`src/verilog/upd_mbox_regs.svh`:
```
// Purpose: Field positions, command codes, lengths and answer codes of the mailbox block.
// Assumes: Included by its bare name wherever a value is needed.
// Notes: Definitions only.
`ifndef UPD_MBOX_REGS_SVH
`define UPD_MBOX_REGS_SVH

// Header word layout, shared by command and response headers.
`define HDR_CODE_LSB 0
`define HDR_CODE_W 11
`define HDR_LEN_LSB 12
`define HDR_LEN_W 11
`define HDR_CLIENT_LSB 24
`define HDR_CLIENT_W 4

// Command codes.
`define CMD_UPDATE_STATUS 11'h05B
`define CMD_FLASH_CLAIM 11'h032
`define CMD_FLASH_RELEASE 11'h033
`define CMD_FLASH_SELECT 11'h034

// Argument and response lengths in words, header excluded.
`define LEN_NONE 11'h000
`define LEN_ONE 11'h001
`define RSP_LEN_STATUS 4'h9
`define RSP_LEN_FLASH 4'h1
`define RSP_LEN_ERROR 4'h0

// Answer codes placed in the code field of the response header.
`define RESP_OK 11'h000
`define RESP_UNKNOWN_CMD 11'h003
`define RESP_BAD_LENGTH 11'h004
`define RESP_RESOURCE_BUSY 11'h00B
`define RESP_NOT_OWNER 11'h100
`define RESP_BAD_SELECT 11'h101

// Status word 5 fields and encodings.
`define W5_INDEX_LSB 28
`define W5_SOURCE_LSB 16
`define W5_VERSION_LSB 0
`define ERRSRC_NONE 12'h000
`define ERRSRC_APP 12'hACF
`define ERRSRC_DECISION 12'hDCF

// Flash select argument and chip-select lines.
`define SEL_DEV_LSB 28
`define SEL_DEV_W 4
`define SEL_RSVD_W 28
`define SEL_MAX 4'h3
`define CS_LINES 4
`define CS_CONFIG_LINE 2'h0
`define CS_ALL_OFF 4'hF

// Retry limit bounds.
`define RETRY_LIMIT_MIN 2'h1
`define RETRY_LIMIT_MAX 2'h3

// Reset values.
`define RST_WORD 32'h0000_0000
`define RST_SEL 2'h0

`endif

```
`src/verilog/upd_mbox_pkg.sv`:
```
// Purpose: Shared types of the update-status and flash mailbox block.
// Assumes: Values live in upd_mbox_regs.svh.
// Notes: Types only.
package upd_mbox_pkg;
    typedef enum logic [3:0] {
        ST_IDLE = 4'h1,
        ST_ARGS = 4'h2,
        ST_EXEC = 4'h4,
        ST_RESP = 4'h8
    } cmd_state_t;
    typedef logic [10:0] code_t;
    typedef logic [3:0] client_t;
    typedef logic [31:0] word_t;
endpackage : upd_mbox_pkg

```
`src/verilog/status_if.sv`:
```
// Purpose: Carries status fields, the word index and the formed word between the block's modules.
// Assumes: One clock domain.
// Notes: The mux is purely combinational.
`timescale 1ns/100ps
interface status_if;
    logic [3:0] dcmf_index;
    logic [11:0] err_source;
    logic [7:0] if_version;
    logic [63:0] cur_image;
    logic [63:0] fail_image;
    logic [31:0] fail_state;
    logic [31:0] err_location;
    logic [31:0] err_details;
    logic [1:0] retry_count;
    logic [3:0] word_idx;
    logic [31:0] word;
    modport top (output dcmf_index, err_source, if_version, cur_image, fail_image, fail_state,
        err_location, err_details, word_idx, input retry_count, word);
    modport mux (input dcmf_index, err_source, if_version, cur_image, fail_image, fail_state,
        err_location, err_details, word_idx, retry_count, output word);
    modport retry (output retry_count);
endinterface : status_if

```
`src/verilog/retry_counter.sv`:
```
// Purpose: Counts retry attempts of the current image.
// Assumes: Retry and new-image strobes are one-cycle pulses on the same clock.
// Notes: A retry in the same cycle as a new image wins over the clear.
`timescale 1ns/100ps
`include "upd_mbox_regs.svh"
module retry_counter
    import upd_mbox_pkg::*;
(
    input wire logic ref_clk,
    input wire logic rst_n,
    input wire logic retry_event,
    input wire logic new_image,
    input wire logic [1:0] max_retry,
    output logic exhausted,
    status_if.retry sif
);
    logic [1:0] count_ff;
    logic [1:0] nxt_count;
    logic [1:0] limit;
    logic [1:0] allowed;

    always_comb begin
        // Out-of-range limits are clamped into 1..3 rather than refused.
        limit = max_retry;
        if (limit < `RETRY_LIMIT_MIN) begin
            limit = `RETRY_LIMIT_MIN;
        end
        allowed = limit - `RETRY_LIMIT_MIN;
        nxt_count = count_ff;
        if (retry_event) begin
            if (count_ff != `RETRY_LIMIT_MAX) begin
                nxt_count = count_ff + 2'h1;
            end
        end else if (new_image) begin
            nxt_count = 2'h0;
        end
    end

    always_ff @(posedge ref_clk) begin
        if (!rst_n) begin
            count_ff <= 2'h0;
        end else begin
            count_ff <= nxt_count;
        end
    end

    assign exhausted = (count_ff >= allowed);
    assign sif.retry_count = count_ff;
endmodule : retry_counter

```
`src/verilog/status_word_mux.sv`:
```
// Purpose: Forms the nine status response words from the live status fields.
// Assumes: Word index 0 to 8; other indices read as zero.
// Notes: Words 6 and 7 read zero whenever no error is present.
`timescale 1ns/100ps
`include "upd_mbox_regs.svh"
module status_word_mux
    import upd_mbox_pkg::*;
(
    status_if.mux sif
);
    logic err_present;
    logic [11:0] src;

    always_comb begin
        err_present = (sif.err_source != `ERRSRC_NONE) || (sif.fail_image != 64'h0);
        // Unknown source encodings read as no error in word 5, yet words 6 and 7 still show location and details.
        src = `ERRSRC_NONE;
        if (sif.err_source == `ERRSRC_APP || sif.err_source == `ERRSRC_DECISION) begin
            src = sif.err_source;
        end
        case (sif.word_idx)
            4'h0: sif.word = sif.cur_image[31:0];
            4'h1: sif.word = sif.cur_image[63:32];
            4'h2: sif.word = sif.fail_image[31:0];
            4'h3: sif.word = sif.fail_image[63:32];
            4'h4: sif.word = sif.fail_state;
            4'h5: sif.word = {sif.dcmf_index, src, 8'h00, sif.if_version};
            4'h6: sif.word = err_present ? sif.err_location : `RST_WORD;
            4'h7: sif.word = err_present ? sif.err_details : `RST_WORD;
            4'h8: sif.word = {30'h0000_0000, sif.retry_count};
            default: sif.word = `RST_WORD;
        endcase
    end
endmodule : status_word_mux

```
`src/verilog/upd_flash_mailbox.sv`:
```
// Purpose: Mailbox command handler for the update-status query and flash ownership commands.
// Assumes: All inputs come from logic on REF_CLK; no synchronisers are needed.
// Notes: One command is handled at a time; the response is drained before the next header.
`timescale 1ns/100ps
`include "upd_mbox_regs.svh"
module upd_flash_mailbox
    import upd_mbox_pkg::*;
(
    input wire logic REF_CLK,
    input wire logic RST_N,
    input wire logic CMD_VALID,
    input wire logic [31:0] CMD_DATA,
    output logic CMD_READY,
    output logic RSP_VALID,
    output logic [31:0] RSP_DATA,
    output logic RSP_LAST,
    input wire logic RSP_READY,
    input wire logic [3:0] DCMF_INDEX,
    input wire logic [11:0] ERR_SOURCE,
    input wire logic [7:0] IF_VERSION,
    input wire logic [63:0] CUR_IMAGE,
    input wire logic [63:0] FAIL_IMAGE,
    input wire logic [31:0] FAIL_STATE,
    input wire logic [31:0] ERR_LOCATION,
    input wire logic [31:0] ERR_DETAILS,
    input wire logic RETRY_EVENT,
    input wire logic NEW_IMAGE,
    input wire logic [1:0] MAX_RETRY,
    output logic RETRY_EXHAUSTED,
    input wire logic CONFIG_BUSY,
    input wire logic CONFIG_FLASH_REQ,
    input wire logic QUAD_SCHEME,
    input wire logic FLASH_XFER,
    output logic FLASH_OWNED,
    output logic [3:0] FLASH_OWNER,
    output logic FLASH_ACCESS_OK,
    output logic [3:0] FLASH_CHIP_SELECTS_N
);
    status_if sif();

    cmd_state_t state_ff;
    cmd_state_t nxt_state;
    code_t code_ff;
    code_t nxt_code;
    logic [10:0] len_ff;
    logic [10:0] nxt_len;
    logic [10:0] args_left_ff;
    logic [10:0] nxt_args_left;
    client_t client_ff;
    client_t nxt_client;
    word_t arg0_ff;
    word_t nxt_arg0;
    logic cmd_ready_ff;
    logic nxt_cmd_ready;

    logic rsp_valid_ff;
    logic nxt_rsp_valid;
    word_t rsp_data_ff;
    word_t nxt_rsp_data;
    logic rsp_last_ff;
    logic nxt_rsp_last;
    logic [3:0] rsp_idx_ff;
    logic [3:0] nxt_rsp_idx;
    logic [3:0] rsp_len_ff;
    logic [3:0] nxt_rsp_len;
    logic body_status_ff;
    logic nxt_body_status;

    logic owned_ff;
    logic nxt_owned;
    client_t owner_ff;
    client_t nxt_owner;
    logic [1:0] sel_ff;
    logic [1:0] nxt_sel;
    logic selected_ff;
    logic nxt_selected;
    logic access_ok_ff;
    logic nxt_access_ok;
    logic [3:0] cs_n_ff;
    logic [3:0] nxt_cs_n;
    logic exhausted_ff;
    logic retry_exhausted;

    logic take;
    code_t verdict;
    logic [3:0] verdict_len;
    logic is_owner;

    // Builds a response header; the length field holds data words only.
    function automatic word_t make_hdr(input code_t code, input logic [3:0] len, input client_t client);
        word_t w;
        w = `RST_WORD;
        w[`HDR_CODE_LSB +: `HDR_CODE_W] = code;
        w[`HDR_LEN_LSB +: `HDR_LEN_W] = {7'h00, len};
        w[`HDR_CLIENT_LSB +: `HDR_CLIENT_W] = client;
        return w;
    endfunction : make_hdr

    // Turns a chip-select line number into an active-low select vector.
    function automatic logic [3:0] cs_vector(input logic [1:0] line);
        logic [3:0] v;
        v = `CS_ALL_OFF;
        v[line] = 1'b0;
        return v;
    endfunction : cs_vector

    assign sif.dcmf_index = DCMF_INDEX;
    assign sif.err_source = ERR_SOURCE;
    assign sif.if_version = IF_VERSION;
    assign sif.cur_image = CUR_IMAGE;
    assign sif.fail_image = FAIL_IMAGE;
    assign sif.fail_state = FAIL_STATE;
    assign sif.err_location = ERR_LOCATION;
    assign sif.err_details = ERR_DETAILS;
    // Body word k+1 of the status answer is status word k, so the current index is the word number.
    assign sif.word_idx = rsp_idx_ff;

    status_word_mux u_mux (
        .sif(sif.mux)
    );

    retry_counter u_retry (
        .ref_clk(REF_CLK),
        .rst_n(RST_N),
        .retry_event(RETRY_EVENT),
        .new_image(NEW_IMAGE),
        .max_retry(MAX_RETRY),
        .exhausted(retry_exhausted),
        .sif(sif.retry)
    );

    assign take = CMD_VALID && cmd_ready_ff;
    assign is_owner = owned_ff && (owner_ff == client_ff);

    always_comb begin
        nxt_state = state_ff;
        nxt_code = code_ff;
        nxt_len = len_ff;
        nxt_args_left = args_left_ff;
        nxt_client = client_ff;
        nxt_arg0 = arg0_ff;
        nxt_rsp_valid = rsp_valid_ff;
        nxt_rsp_data = rsp_data_ff;
        nxt_rsp_last = rsp_last_ff;
        nxt_rsp_idx = rsp_idx_ff;
        nxt_rsp_len = rsp_len_ff;
        nxt_body_status = body_status_ff;
        nxt_owned = owned_ff;
        nxt_owner = owner_ff;
        nxt_sel = sel_ff;
        nxt_selected = selected_ff;
        verdict = `RESP_OK;
        verdict_len = `RSP_LEN_ERROR;
        case (state_ff)
            ST_IDLE: begin
                if (take) begin
                    nxt_code = CMD_DATA[`HDR_CODE_LSB +: `HDR_CODE_W];
                    nxt_len = CMD_DATA[`HDR_LEN_LSB +: `HDR_LEN_W];
                    nxt_args_left = CMD_DATA[`HDR_LEN_LSB +: `HDR_LEN_W];
                    nxt_client = CMD_DATA[`HDR_CLIENT_LSB +: `HDR_CLIENT_W];
                    nxt_arg0 = `RST_WORD;
                    nxt_state = (CMD_DATA[`HDR_LEN_LSB +: `HDR_LEN_W] == `LEN_NONE) ? ST_EXEC : ST_ARGS;
                end
            end
            ST_ARGS: begin
                // Surplus argument words are drained so the stream stays aligned.
                if (take) begin
                    if (args_left_ff == len_ff) begin
                        nxt_arg0 = CMD_DATA;
                    end
                    nxt_args_left = args_left_ff - `LEN_ONE;
                    if (args_left_ff == `LEN_ONE) begin
                        nxt_state = ST_EXEC;
                    end
                end
            end
            ST_EXEC: begin
                case (code_ff)
                    `CMD_UPDATE_STATUS: begin
                        if (len_ff != `LEN_NONE) begin
                            verdict = `RESP_BAD_LENGTH;
                        end else begin
                            verdict_len = `RSP_LEN_STATUS;
                        end
                    end
                    `CMD_FLASH_CLAIM: begin
                        if (len_ff != `LEN_NONE) begin
                            verdict = `RESP_BAD_LENGTH;
                        end else if (owned_ff || CONFIG_BUSY) begin
                            verdict = `RESP_RESOURCE_BUSY;
                        end else begin
                            nxt_owned = 1'b1;
                            nxt_owner = client_ff;
                            nxt_selected = 1'b0;
                            verdict_len = `RSP_LEN_FLASH;
                        end
                    end
                    `CMD_FLASH_RELEASE: begin
                        if (len_ff != `LEN_NONE) begin
                            verdict = `RESP_BAD_LENGTH;
                        end else if (!is_owner) begin
                            verdict = `RESP_NOT_OWNER;
                        end else begin
                            nxt_owned = 1'b0;
                            nxt_selected = 1'b0;
                            nxt_sel = `RST_SEL;
                            verdict_len = `RSP_LEN_FLASH;
                        end
                    end
                    `CMD_FLASH_SELECT: begin
                        // Reserved low bits are ignored rather than refused.
                        if (len_ff != `LEN_ONE) begin
                            verdict = `RESP_BAD_LENGTH;
                        end else if (!is_owner) begin
                            verdict = `RESP_NOT_OWNER;
                        end else if (arg0_ff[`SEL_DEV_LSB +: `SEL_DEV_W] > `SEL_MAX) begin
                            verdict = `RESP_BAD_SELECT;
                        end else begin
                            nxt_sel = arg0_ff[`SEL_DEV_LSB +: 2];
                            nxt_selected = 1'b1;
                            verdict_len = `RSP_LEN_FLASH;
                        end
                    end
                    default: begin
                        verdict = `RESP_UNKNOWN_CMD;
                    end
                endcase
                nxt_body_status = (code_ff == `CMD_UPDATE_STATUS);
                nxt_rsp_len = verdict_len;
                nxt_rsp_idx = 4'h0;
                nxt_rsp_data = make_hdr(verdict, verdict_len, client_ff);
                nxt_rsp_last = (verdict_len == `RSP_LEN_ERROR);
                nxt_rsp_valid = 1'b1;
                nxt_state = ST_RESP;
            end
            ST_RESP: begin
                if (RSP_READY) begin
                    if (rsp_last_ff) begin
                        nxt_rsp_valid = 1'b0;
                        nxt_rsp_last = 1'b0;
                        nxt_state = ST_IDLE;
                    end else begin
                        nxt_rsp_idx = rsp_idx_ff + 4'h1;
                        // Granted flash command answers carry one zero data word after the header.
                        nxt_rsp_data = body_status_ff ? sif.word : `RST_WORD;
                        nxt_rsp_last = ((rsp_idx_ff + 4'h1) == rsp_len_ff);
                    end
                end
            end
            default: begin
                nxt_state = ST_IDLE;
                nxt_rsp_valid = 1'b0;
            end
        endcase
        nxt_cmd_ready = (nxt_state == ST_IDLE) || (nxt_state == ST_ARGS);
    end

    always_comb begin
        // Status words are read live while draining, so a word may change between beats.
        nxt_access_ok = nxt_owned && (nxt_selected || QUAD_SCHEME);
        nxt_cs_n = `CS_ALL_OFF;
        if (CONFIG_BUSY) begin
            if (CONFIG_FLASH_REQ) begin
                nxt_cs_n = cs_vector(`CS_CONFIG_LINE);
            end
        end else if (access_ok_ff && FLASH_XFER) begin
            nxt_cs_n = cs_vector(sel_ff);
        end
    end

    always_ff @(posedge REF_CLK) begin
        if (!RST_N) begin
            state_ff <= ST_IDLE;
            code_ff <= `RESP_OK;
            len_ff <= `LEN_NONE;
            args_left_ff <= `LEN_NONE;
            client_ff <= 4'h0;
            arg0_ff <= `RST_WORD;
            cmd_ready_ff <= 1'b0;
            rsp_valid_ff <= 1'b0;
            rsp_data_ff <= `RST_WORD;
            rsp_last_ff <= 1'b0;
            rsp_idx_ff <= 4'h0;
            rsp_len_ff <= 4'h0;
            body_status_ff <= 1'b0;
            owned_ff <= 1'b0;
            owner_ff <= 4'h0;
            sel_ff <= `RST_SEL;
            selected_ff <= 1'b0;
            access_ok_ff <= 1'b0;
            cs_n_ff <= `CS_ALL_OFF;
            exhausted_ff <= 1'b0;
        end else begin
            state_ff <= nxt_state;
            code_ff <= nxt_code;
            len_ff <= nxt_len;
            args_left_ff <= nxt_args_left;
            client_ff <= nxt_client;
            arg0_ff <= nxt_arg0;
            cmd_ready_ff <= nxt_cmd_ready;
            rsp_valid_ff <= nxt_rsp_valid;
            rsp_data_ff <= nxt_rsp_data;
            rsp_last_ff <= nxt_rsp_last;
            rsp_idx_ff <= nxt_rsp_idx;
            rsp_len_ff <= nxt_rsp_len;
            body_status_ff <= nxt_body_status;
            owned_ff <= nxt_owned;
            owner_ff <= nxt_owner;
            sel_ff <= nxt_sel;
            selected_ff <= nxt_selected;
            access_ok_ff <= nxt_access_ok;
            cs_n_ff <= nxt_cs_n;
            exhausted_ff <= retry_exhausted;
        end
    end

    assign CMD_READY = cmd_ready_ff;
    assign RSP_VALID = rsp_valid_ff;
    assign RSP_DATA = rsp_data_ff;
    assign RSP_LAST = rsp_last_ff;
    assign RETRY_EXHAUSTED = exhausted_ff;
    assign FLASH_OWNED = owned_ff;
    assign FLASH_OWNER = owner_ff;
    assign FLASH_ACCESS_OK = access_ok_ff;
    assign FLASH_CHIP_SELECTS_N = cs_n_ff;
endmodule : upd_flash_mailbox

```
`config.mk`:
```
export PLATFORM = sky130hd
export DESIGN_NAME = upd_flash_mailbox
export DESIGN_NICKNAME = d
export VERILOG_FILES = /design/src/verilog/upd_mbox_pkg.sv /design/src/verilog/status_if.sv /design/src/verilog/retry_counter.sv /design/src/verilog/status_word_mux.sv /design/src/verilog/upd_flash_mailbox.sv
export VERILOG_INCLUDE_DIRS = /design/src /design/src/verilog
export SDC_FILE = /design/constraint.sdc
export NUM_CORES = 1
export LEC_CHECK = 0
export BUFFER_PORTS_ARGS = -buffer_cell sky130_fd_sc_hd__buf_2
export CAP_MARGIN = 5
export CORE_AREA = 10 10 137 139
export CTS_CLUSTER_SIZE = 14
export DETAILED_ROUTE_END_ITERATION = 12
export DIE_AREA = 0 0 147 149
export PLACE_DENSITY = 0.82
export SETUP_SLACK_MARGIN = 0.05
export SLEW_MARGIN = 20
export SYNTH_ARGS = -nofsm -noshare
export SYNTH_HDL_FRONTEND = slang
export SYNTH_SLANG_ARGS = --single-unit
```
`constraint.sdc`:
```
create_clock -name REF_CLK -period 2 [get_ports REF_CLK]
set_input_delay 0.4 -clock REF_CLK [delete_from_list [all_inputs] [get_ports REF_CLK]]
set_output_delay 0.4 -clock REF_CLK [all_outputs]
set_load 0.005 [all_outputs]
```
# Word-level counts from Yosys, hierarchy flattened
# Index checks and enable logic that the tools add are counted.
totals:
  register_bits: 133
  latch_bits: 0
  mem_bits_rw: 0
  mem_bits_ro: 0
  inputBits: 292
  output_inout_bits: 46
  n_memories: 0
op_classes:
  add_sub_neg: 4
  n_mul: 0
  div_mod_pow: 0
  n_lt_le_gt_ge: 5
  n_eq_ne: 38
  n_shift: 0
  mux: 80
  n_bitwise: 4
  n_reduce_logical: 30
op_table:
  columns: ["op", "count"]
  rows:
  - ["32-bit case mux with 9 select lines", 1]
  - ["32-bit two-way mux", 8]
  - ["32-bit case mux with 2 select lines", 2]
  - ["64-bit nonzero test", 1]
  - ["4-bit two-way mux", 13]
  - ["9-bit two-way mux", 5]
  - ["11-bit case mux with 4 select lines", 1]
  - ["11-bit by 6-bit == test with 1-bit output, second input constant", 3]
  - ["4-bit case mux with 4 select lines", 2]
  - ["1-bit two-way mux", 26]
  - ["12-bit == test, second input constant", 2]
  - ["2-bit inequality test, second input constant", 12]
  - ["11-bit two-way mux", 2]
  - ["11-bit case mux with 2 select lines", 1]
  - ["4-bit by 3-bit == test with 1-bit output, second input constant", 5]
  - ["2-bit two-way mux", 9]
  - ["4-bit by 2-bit == test with 1-bit output, second input constant", 4]
  - ["4-bit by 1-bit == test with 1-bit output, second input constant", 3]
  - ["12-bit two-way mux", 1]
  - ["12-bit nonzero test", 1]
  - ["11-bit by 1-bit == test with 1-bit output, second input constant", 1]
  - ["11-bit == test", 1]
  - ["11-bit by 7-bit == test with 1-bit output, second input constant", 1]
  - ["11-bit logical NOT", 1]
  - ["31 further kinds", 55]

# Logic depth before layout (Yosys ltp)
logic_depth:
  ltp_word: 8
  mapped_depth: 9

# By module
# A second synthesis with hierarchy kept.
hier_totals:
  hier_cells: 857
  area_unflattened_um2: 6717.7
modules_own_cells:
  columns: ["module", "n_inst", "cells_each", "area_per_inst_um2", "seq_area_each_um2"]
  rows:
  - ["upd_flash_mailbox", 1, 621, 4952.2, 2021.9]
  - ["status_word_mux", 1, 218, 1597.8, 0.0]
  - ["retry_counter", 1, 18, 167.7, 40.0]

# Least setup slack after synthesis
# No wires, ideal clock.
synth_timing:
  kind: "reg2reg"
  from: "reg rsp_idx_ff[0]"
  to: "reg rsp_data_ff[28], in the netlist RSP_DATA[28]"
  arrival_time_ns: 1.965
  t_required_ns: 1.868
  setup_slack_ns: -0.097
  path_stages_with_launch: 10
  path_buffers: 2
  path_cell_list: "dfxtp_1 > inv_1 > ha_1 > nor4_1 > o22ai_1 > and2_1 > buf_6 > o21ai_1 > clkbuf_1 > nor3_1"
synth_via:
  elab_chain_cells: 6
  elab_cells_between_ends: 14
  cone_classes: "eq/ne: 8; mux: 5; reduce/logical: 1"
synth_lines:
  columns: ["item", "line", "text"]
  rows:
  - ["start: declaration", "upd_flash_mailbox.sv:62", "logic [3:0] rsp_idx_ff;"]
  - ["start signal: assignment", "upd_flash_mailbox.sv:304", "rsp_idx_ff <= nxt_rsp_idx;"]
  - ["4-bit == test, or another cell as far along", "status_word_mux.sv:21", "case (sif.word_idx)"]
  - ["32-bit case mux with 9 select lines (*)", "status_word_mux.sv:21", null]
  - ["32-bit two-way mux (no line) (*)", null, null]
  - ["32-bit two-way mux (*)", "upd_flash_mailbox.sv:238", "if (rsp_last_ff) begin"]
  - ["32-bit two-way mux (*)", "upd_flash_mailbox.sv:237", "if (RSP_READY) begin"]
  - ["32-bit case mux with 2 select lines (*)", "upd_flash_mailbox.sv:154", "case (state_ff)"]
  - ["end signal: assignment", "upd_flash_mailbox.sv:281", "rsp_data_ff <= `RST_WORD;"]
  - ["end signal: assignment", "upd_flash_mailbox.sv:302", "rsp_data_ff <= nxt_rsp_data;"]
  - ["end: declaration", "upd_flash_mailbox.sv:58", "word_t rsp_data_ff;"]
# Mark *: on every way between the ends. The rest lies on a longest branch, timed or not. The select of a mux whose other input is x is not followed.
# A chain may end at the register's enable or synchronous reset.

# Final worst setup path
layout_timing:
  from: "in FAIL_IMAGE[11]"
  to: "reg rsp_data_ff[25], in the netlist RSP_DATA[25]"
layout_via:
  elab_chain_cells: 8
  elab_cells_between_ends: 9
  cone_classes: "mux: 7; reduce/logical: 2"
layout_lines:
  columns: ["item", "line", "text"]
  rows:
  - ["start: declaration", "upd_flash_mailbox.sv:22", "input wire logic [63:0] FAIL_IMAGE,"]
  - ["64-bit nonzero test (*)", "status_word_mux.sv:15", "err_present = (sif.err_source != `ERRSRC_NONE) || (sif.fail_image != 64'h0);"]
  - ["1-bit logical OR (*)", "status_word_mux.sv:15", null]
  - ["32-bit two-way mux (no line)", null, null]
  - ["32-bit case mux with 9 select lines (*)", "status_word_mux.sv:21", null]
  - ["32-bit two-way mux (no line) (*)", null, null]
  - ["32-bit two-way mux (*)", "upd_flash_mailbox.sv:238", null]
  - ["32-bit two-way mux (*)", "upd_flash_mailbox.sv:237", null]
  - ["32-bit case mux with 2 select lines (*)", "upd_flash_mailbox.sv:154", null]
# Marks and branches as above.

==> key figures <==
Status
  – Run status: finished with violations
  – Failing checks: negative setup slack

Timing
  – Final min period: 2.098 ns
  – Period utilisation layout: 104.9%
  – Setup TNS: -1.432 ns
  – Maximum clock frequency: 476.7 MHz
  – Worst rel slew slack: 61.87%
  – Final Setup Violations: 32
  – Final hold viol count: 0
  – Slew @ Worst Pin: 0.5668 ns
  – Slew Limit Fails: 0
  – Setup ws final: -0.09781 ns
  – Setup Skew: 0.007471 ns
  – RSZ-0062 raised after global routing: yes
  – Final hold slack: 0.2334 ns

Power and ir drop
  – Share of total power in the clock network: 37.8%
  – Switching power: 1.371 mW
  – Net Sw Frac: 27.29%
  – PnR Total Power: 5.022 mW
  – Internal power: 3.651 mW
  – Leak Pwr: 4.788 nW
  – Reg power frac: 42.7%
  – Max rail drop VDD: 0.0003946 V
  – P per Cell Area: 469.7 nW/um^2
  – Combinational share of power: 19.5%

Detailed routing
  – Iteration-0 DRC Markers: 934
  – Via Count: 9065
  – Post-route DRC: 0
  – Via density: 5.898
  – Wire per inst: 23.60 um
  – Detail Route Antenna Nets: 0
  – Routed wire length: 36270 um
  – Pre-Repair DR Iteration Count: 9

Min path
  – Worst hold path class: input pin to register
  – Hold path start: CONFIG_FLASH_REQ

Logic synthesis
  – Post-synthesis cell area: 6626 um^2
  – Post-synth ARST share: 0%
  – Register bit count reported by yosys: 103
  – Top cells by count, synth: nand2_1 (127), dfxtp_1 (103), a22oi_1 (52)
  – Synth warnings: 0
  – Prevailing post-synth register cell: dfxtp_1
  – Seq/Total Area, Yosys: 31.12%
  – Distinct cells, synth: 73
  – Synth area leader: dfxtp_1
  – Avg Inst Size Synth: 7.879 um^2
  – Top-count cell post-synth: nand2_1
  – Dominant cells by area after synthesis: dfxtp_1 (31%), nand2_1 (7.2%), a22oi_1 (5.9%), a22o_1 (4.8%), a21boi_0 (4.3%)
  – Post-synth EDFFs: 0
  – Mapped Cells: 841
  – Syn_nets: 1142
  – Top-area cell type share of the netlist area: 31.12%

GRT
  – M1 GR Usage: 32.67%
  – Total track usage: 30.48%
  – GR peak layer: met2
  – Grt total ovfl: 0
  – Largest net degree at the start of global routing: 45
  – Met3 global-route usage: 7.069%
  – M2 GR Usage: 53.99%
  – Antenna violations before repair: 9
  – Number of global-route vias before repair: 8936
  – First-pass GRT wire length: 52340 um

Cells and area
  – # fillers: 1384
  – Area growth from synthesis to layout: 61.35%
  – Nets@finish: 1604
  – Layout cells sized above 1: 48.62%

Clock network
  – Clk sinks: 103
  – H-tree levels: 3
  – Clk slew on worst S/H paths: 0.07 ns
  – CTS root buffer: clkbuf_16
  – CTS tree: yes
  – Max Root-Sink Buffers: 2
  – Number of CTS-inserted buffers: 9
  – Hold_buf cts: 0
  – Latest clock arrival within the worst-skew pair: 0.36 ns

Die
  – Initial Utilization: 40.97%
  – FP Rows: 47
  – Die area: 21900 um^2
  – Die Height: 149 um
  – Die X: 147 um
  – # IOs: 338
  – Core Box Area: 16170 um^2

Placement
  – Setup WS pre-CTS: -0.9220 ns
  – # port buffers: 335
  – Placer congestion estimate: 1.064
  – Hpwl dp: 29270 um

Critical path
  – Setup Crit Path Kind: input pin to register
  – Critical Path RT: 2.23 ns
  – Crit Path Max Fanout: 6
  – Crit path max-delay family: simple AND/OR/NAND/NOR gates
  – Worst Setup End Kind: register
  – WP buf/inv: 2
  – CP startpoint: FAIL_IMAGE[11]
  – Reg2Reg Launch Point: rsp_idx_ff[0]$_SDFFE_PN0P_
  – Startpoint Class: input pin
  – Delay of the slowest critical-path stage: 0.53 ns
  – Worst Path Arrival: 2.33 ns
  – Crit-path slowest cell: or4_4
  – CP cell instances: buf_8, nor4_4, buf_4, and4_1, nand4_1, or4_4, a221oi_2, o21ai_1

Run
  – Max_cap viols: 0
-- sequential cells by signal, indices dropped and copies added (netlist names), 2 cells and up --
signal	cells
RSP_DATA	32
client_ff	4
args_left_ff	11
arg0_ff	4
rsp_len_ff	2
len_ff	11
FLASH_CHIP_SELECTS_N	4
sel_ff	2
u_retry.sif.retry_count	2
FLASH_OWNER	4
code_ff	11
rsp_idx_ff	4
state_ff	4
-- final timing paths --
path,slack [ns],endpoint,cells past startpoint
hold / removal,0.23,FLASH_CHIP_SELECTS_N[0]$_SDFF_PN1_,2
setup / recovery,-0.1,RSP_DATA[25]$_SDFFE_PN0P_,8
hold reg to reg,0.44,FLASH_CHIP_SELECTS_N[2]$_SDFF_PP1_,1
setup reg to reg,-0.07,RSP_DATA[1]$_SDFFE_PN0P_,10
-- placed cells by master, fill, tap and decap left out, drive strengths merged, types with 10 or more instances in the layout --
cell type	Yosys	layout
a21boi	40	40
a21oi	42	42
a221oi	10	10
a222oi	20	20
a22o	36	36
a22oi	52	52
and2	17	17
and3	14	14
buf	10	510
clkbuf	50	12
dfxtp	103	103
inv	10	12
mux2i	10	10
nand2	127	127
nand3	26	26
nand4	15	15
nor2	39	39
nor2b	20	20
nor3	25	25
nor4	30	30
o21ai	37	37
xnor2	10	10
-- final cells by class --
class                      instances  area [um^2]  area share (%)
antenna                            9        22.52          0.2106
tap                              220        275.3           2.575
inverter                          10        45.04          0.4213
sequential                       103         2073           19.39
multi-input combinational        668         4738           44.32
timing repair buffer             511         3222           30.13
clock inverter                     5        62.56          0.5851
clock buffer                      11        252.7           2.364
-- kinds of logic after synthesis --
logic type	share of synthesized area, %
AO/OA/AOI/OAI	30.00
XOR/XNOR	2.511
adder cells (fa/ha/maj)	1.699
buffers and inverters	4.607
flip-flops	31.12
multiplexers	1.511
AND/OR/NAND/NOR	28.55
-- timing repair --
| item | CTS | global route |
|---|---|---|
| resized for setup | 99 | 43 |
| pin swaps | 34 | 26 |
| gates cloned | 0 | 1 |
| endpoints found under the setup margin | 38 | 49 |
| buffers inserted | 16 | 11 |
-- through the flow --
step	std cells	util, %	area [um^2]
after CTS	1517	64.12	10370
after detailed placement	1485	58.98	9538
final	1537	66.11	10690
after floorplan	841	-	6629
after global placement	1485	58.98	9538
after global routing	1536	66.10	10690
-- power groups by stage --
stage / combinational [mW] / sequential (mW) / clock [mW]
floorplan: 0.326 / 2.18 / 0
global placement: 0.870 / 2.19 / 0
detailed placement: 0.879 / 2.19 / 0
CTS: 0.930 / 2.14 / 1.91
global route: 1.05 / 2.15 / 2.01
finish: 0.980 / 2.14 / 1.90
-- layer usage --
metal | vias to the layer above | share of wire (%)
li1 | 4138 | -
met1 | 4178 | 35
met2 | 602 | 50
met3 | 145 | 9.5
met4 | 2 | 6.1
met5 | - | 0.036
-- worst register-to-register path, delay by kind of cell (launching register included) --
family | cells | cell delay [ns]
buffers and inverters | 4 | 0.56
AOI/OAI and AO/OA | 2 | 0.36
adders and majority gates | 1 | 0.16
and+or+nand+nor | 3 | 0.55
DFF | 1 | 0.33
Note: power is estimated with default switching activity, not from simulation.
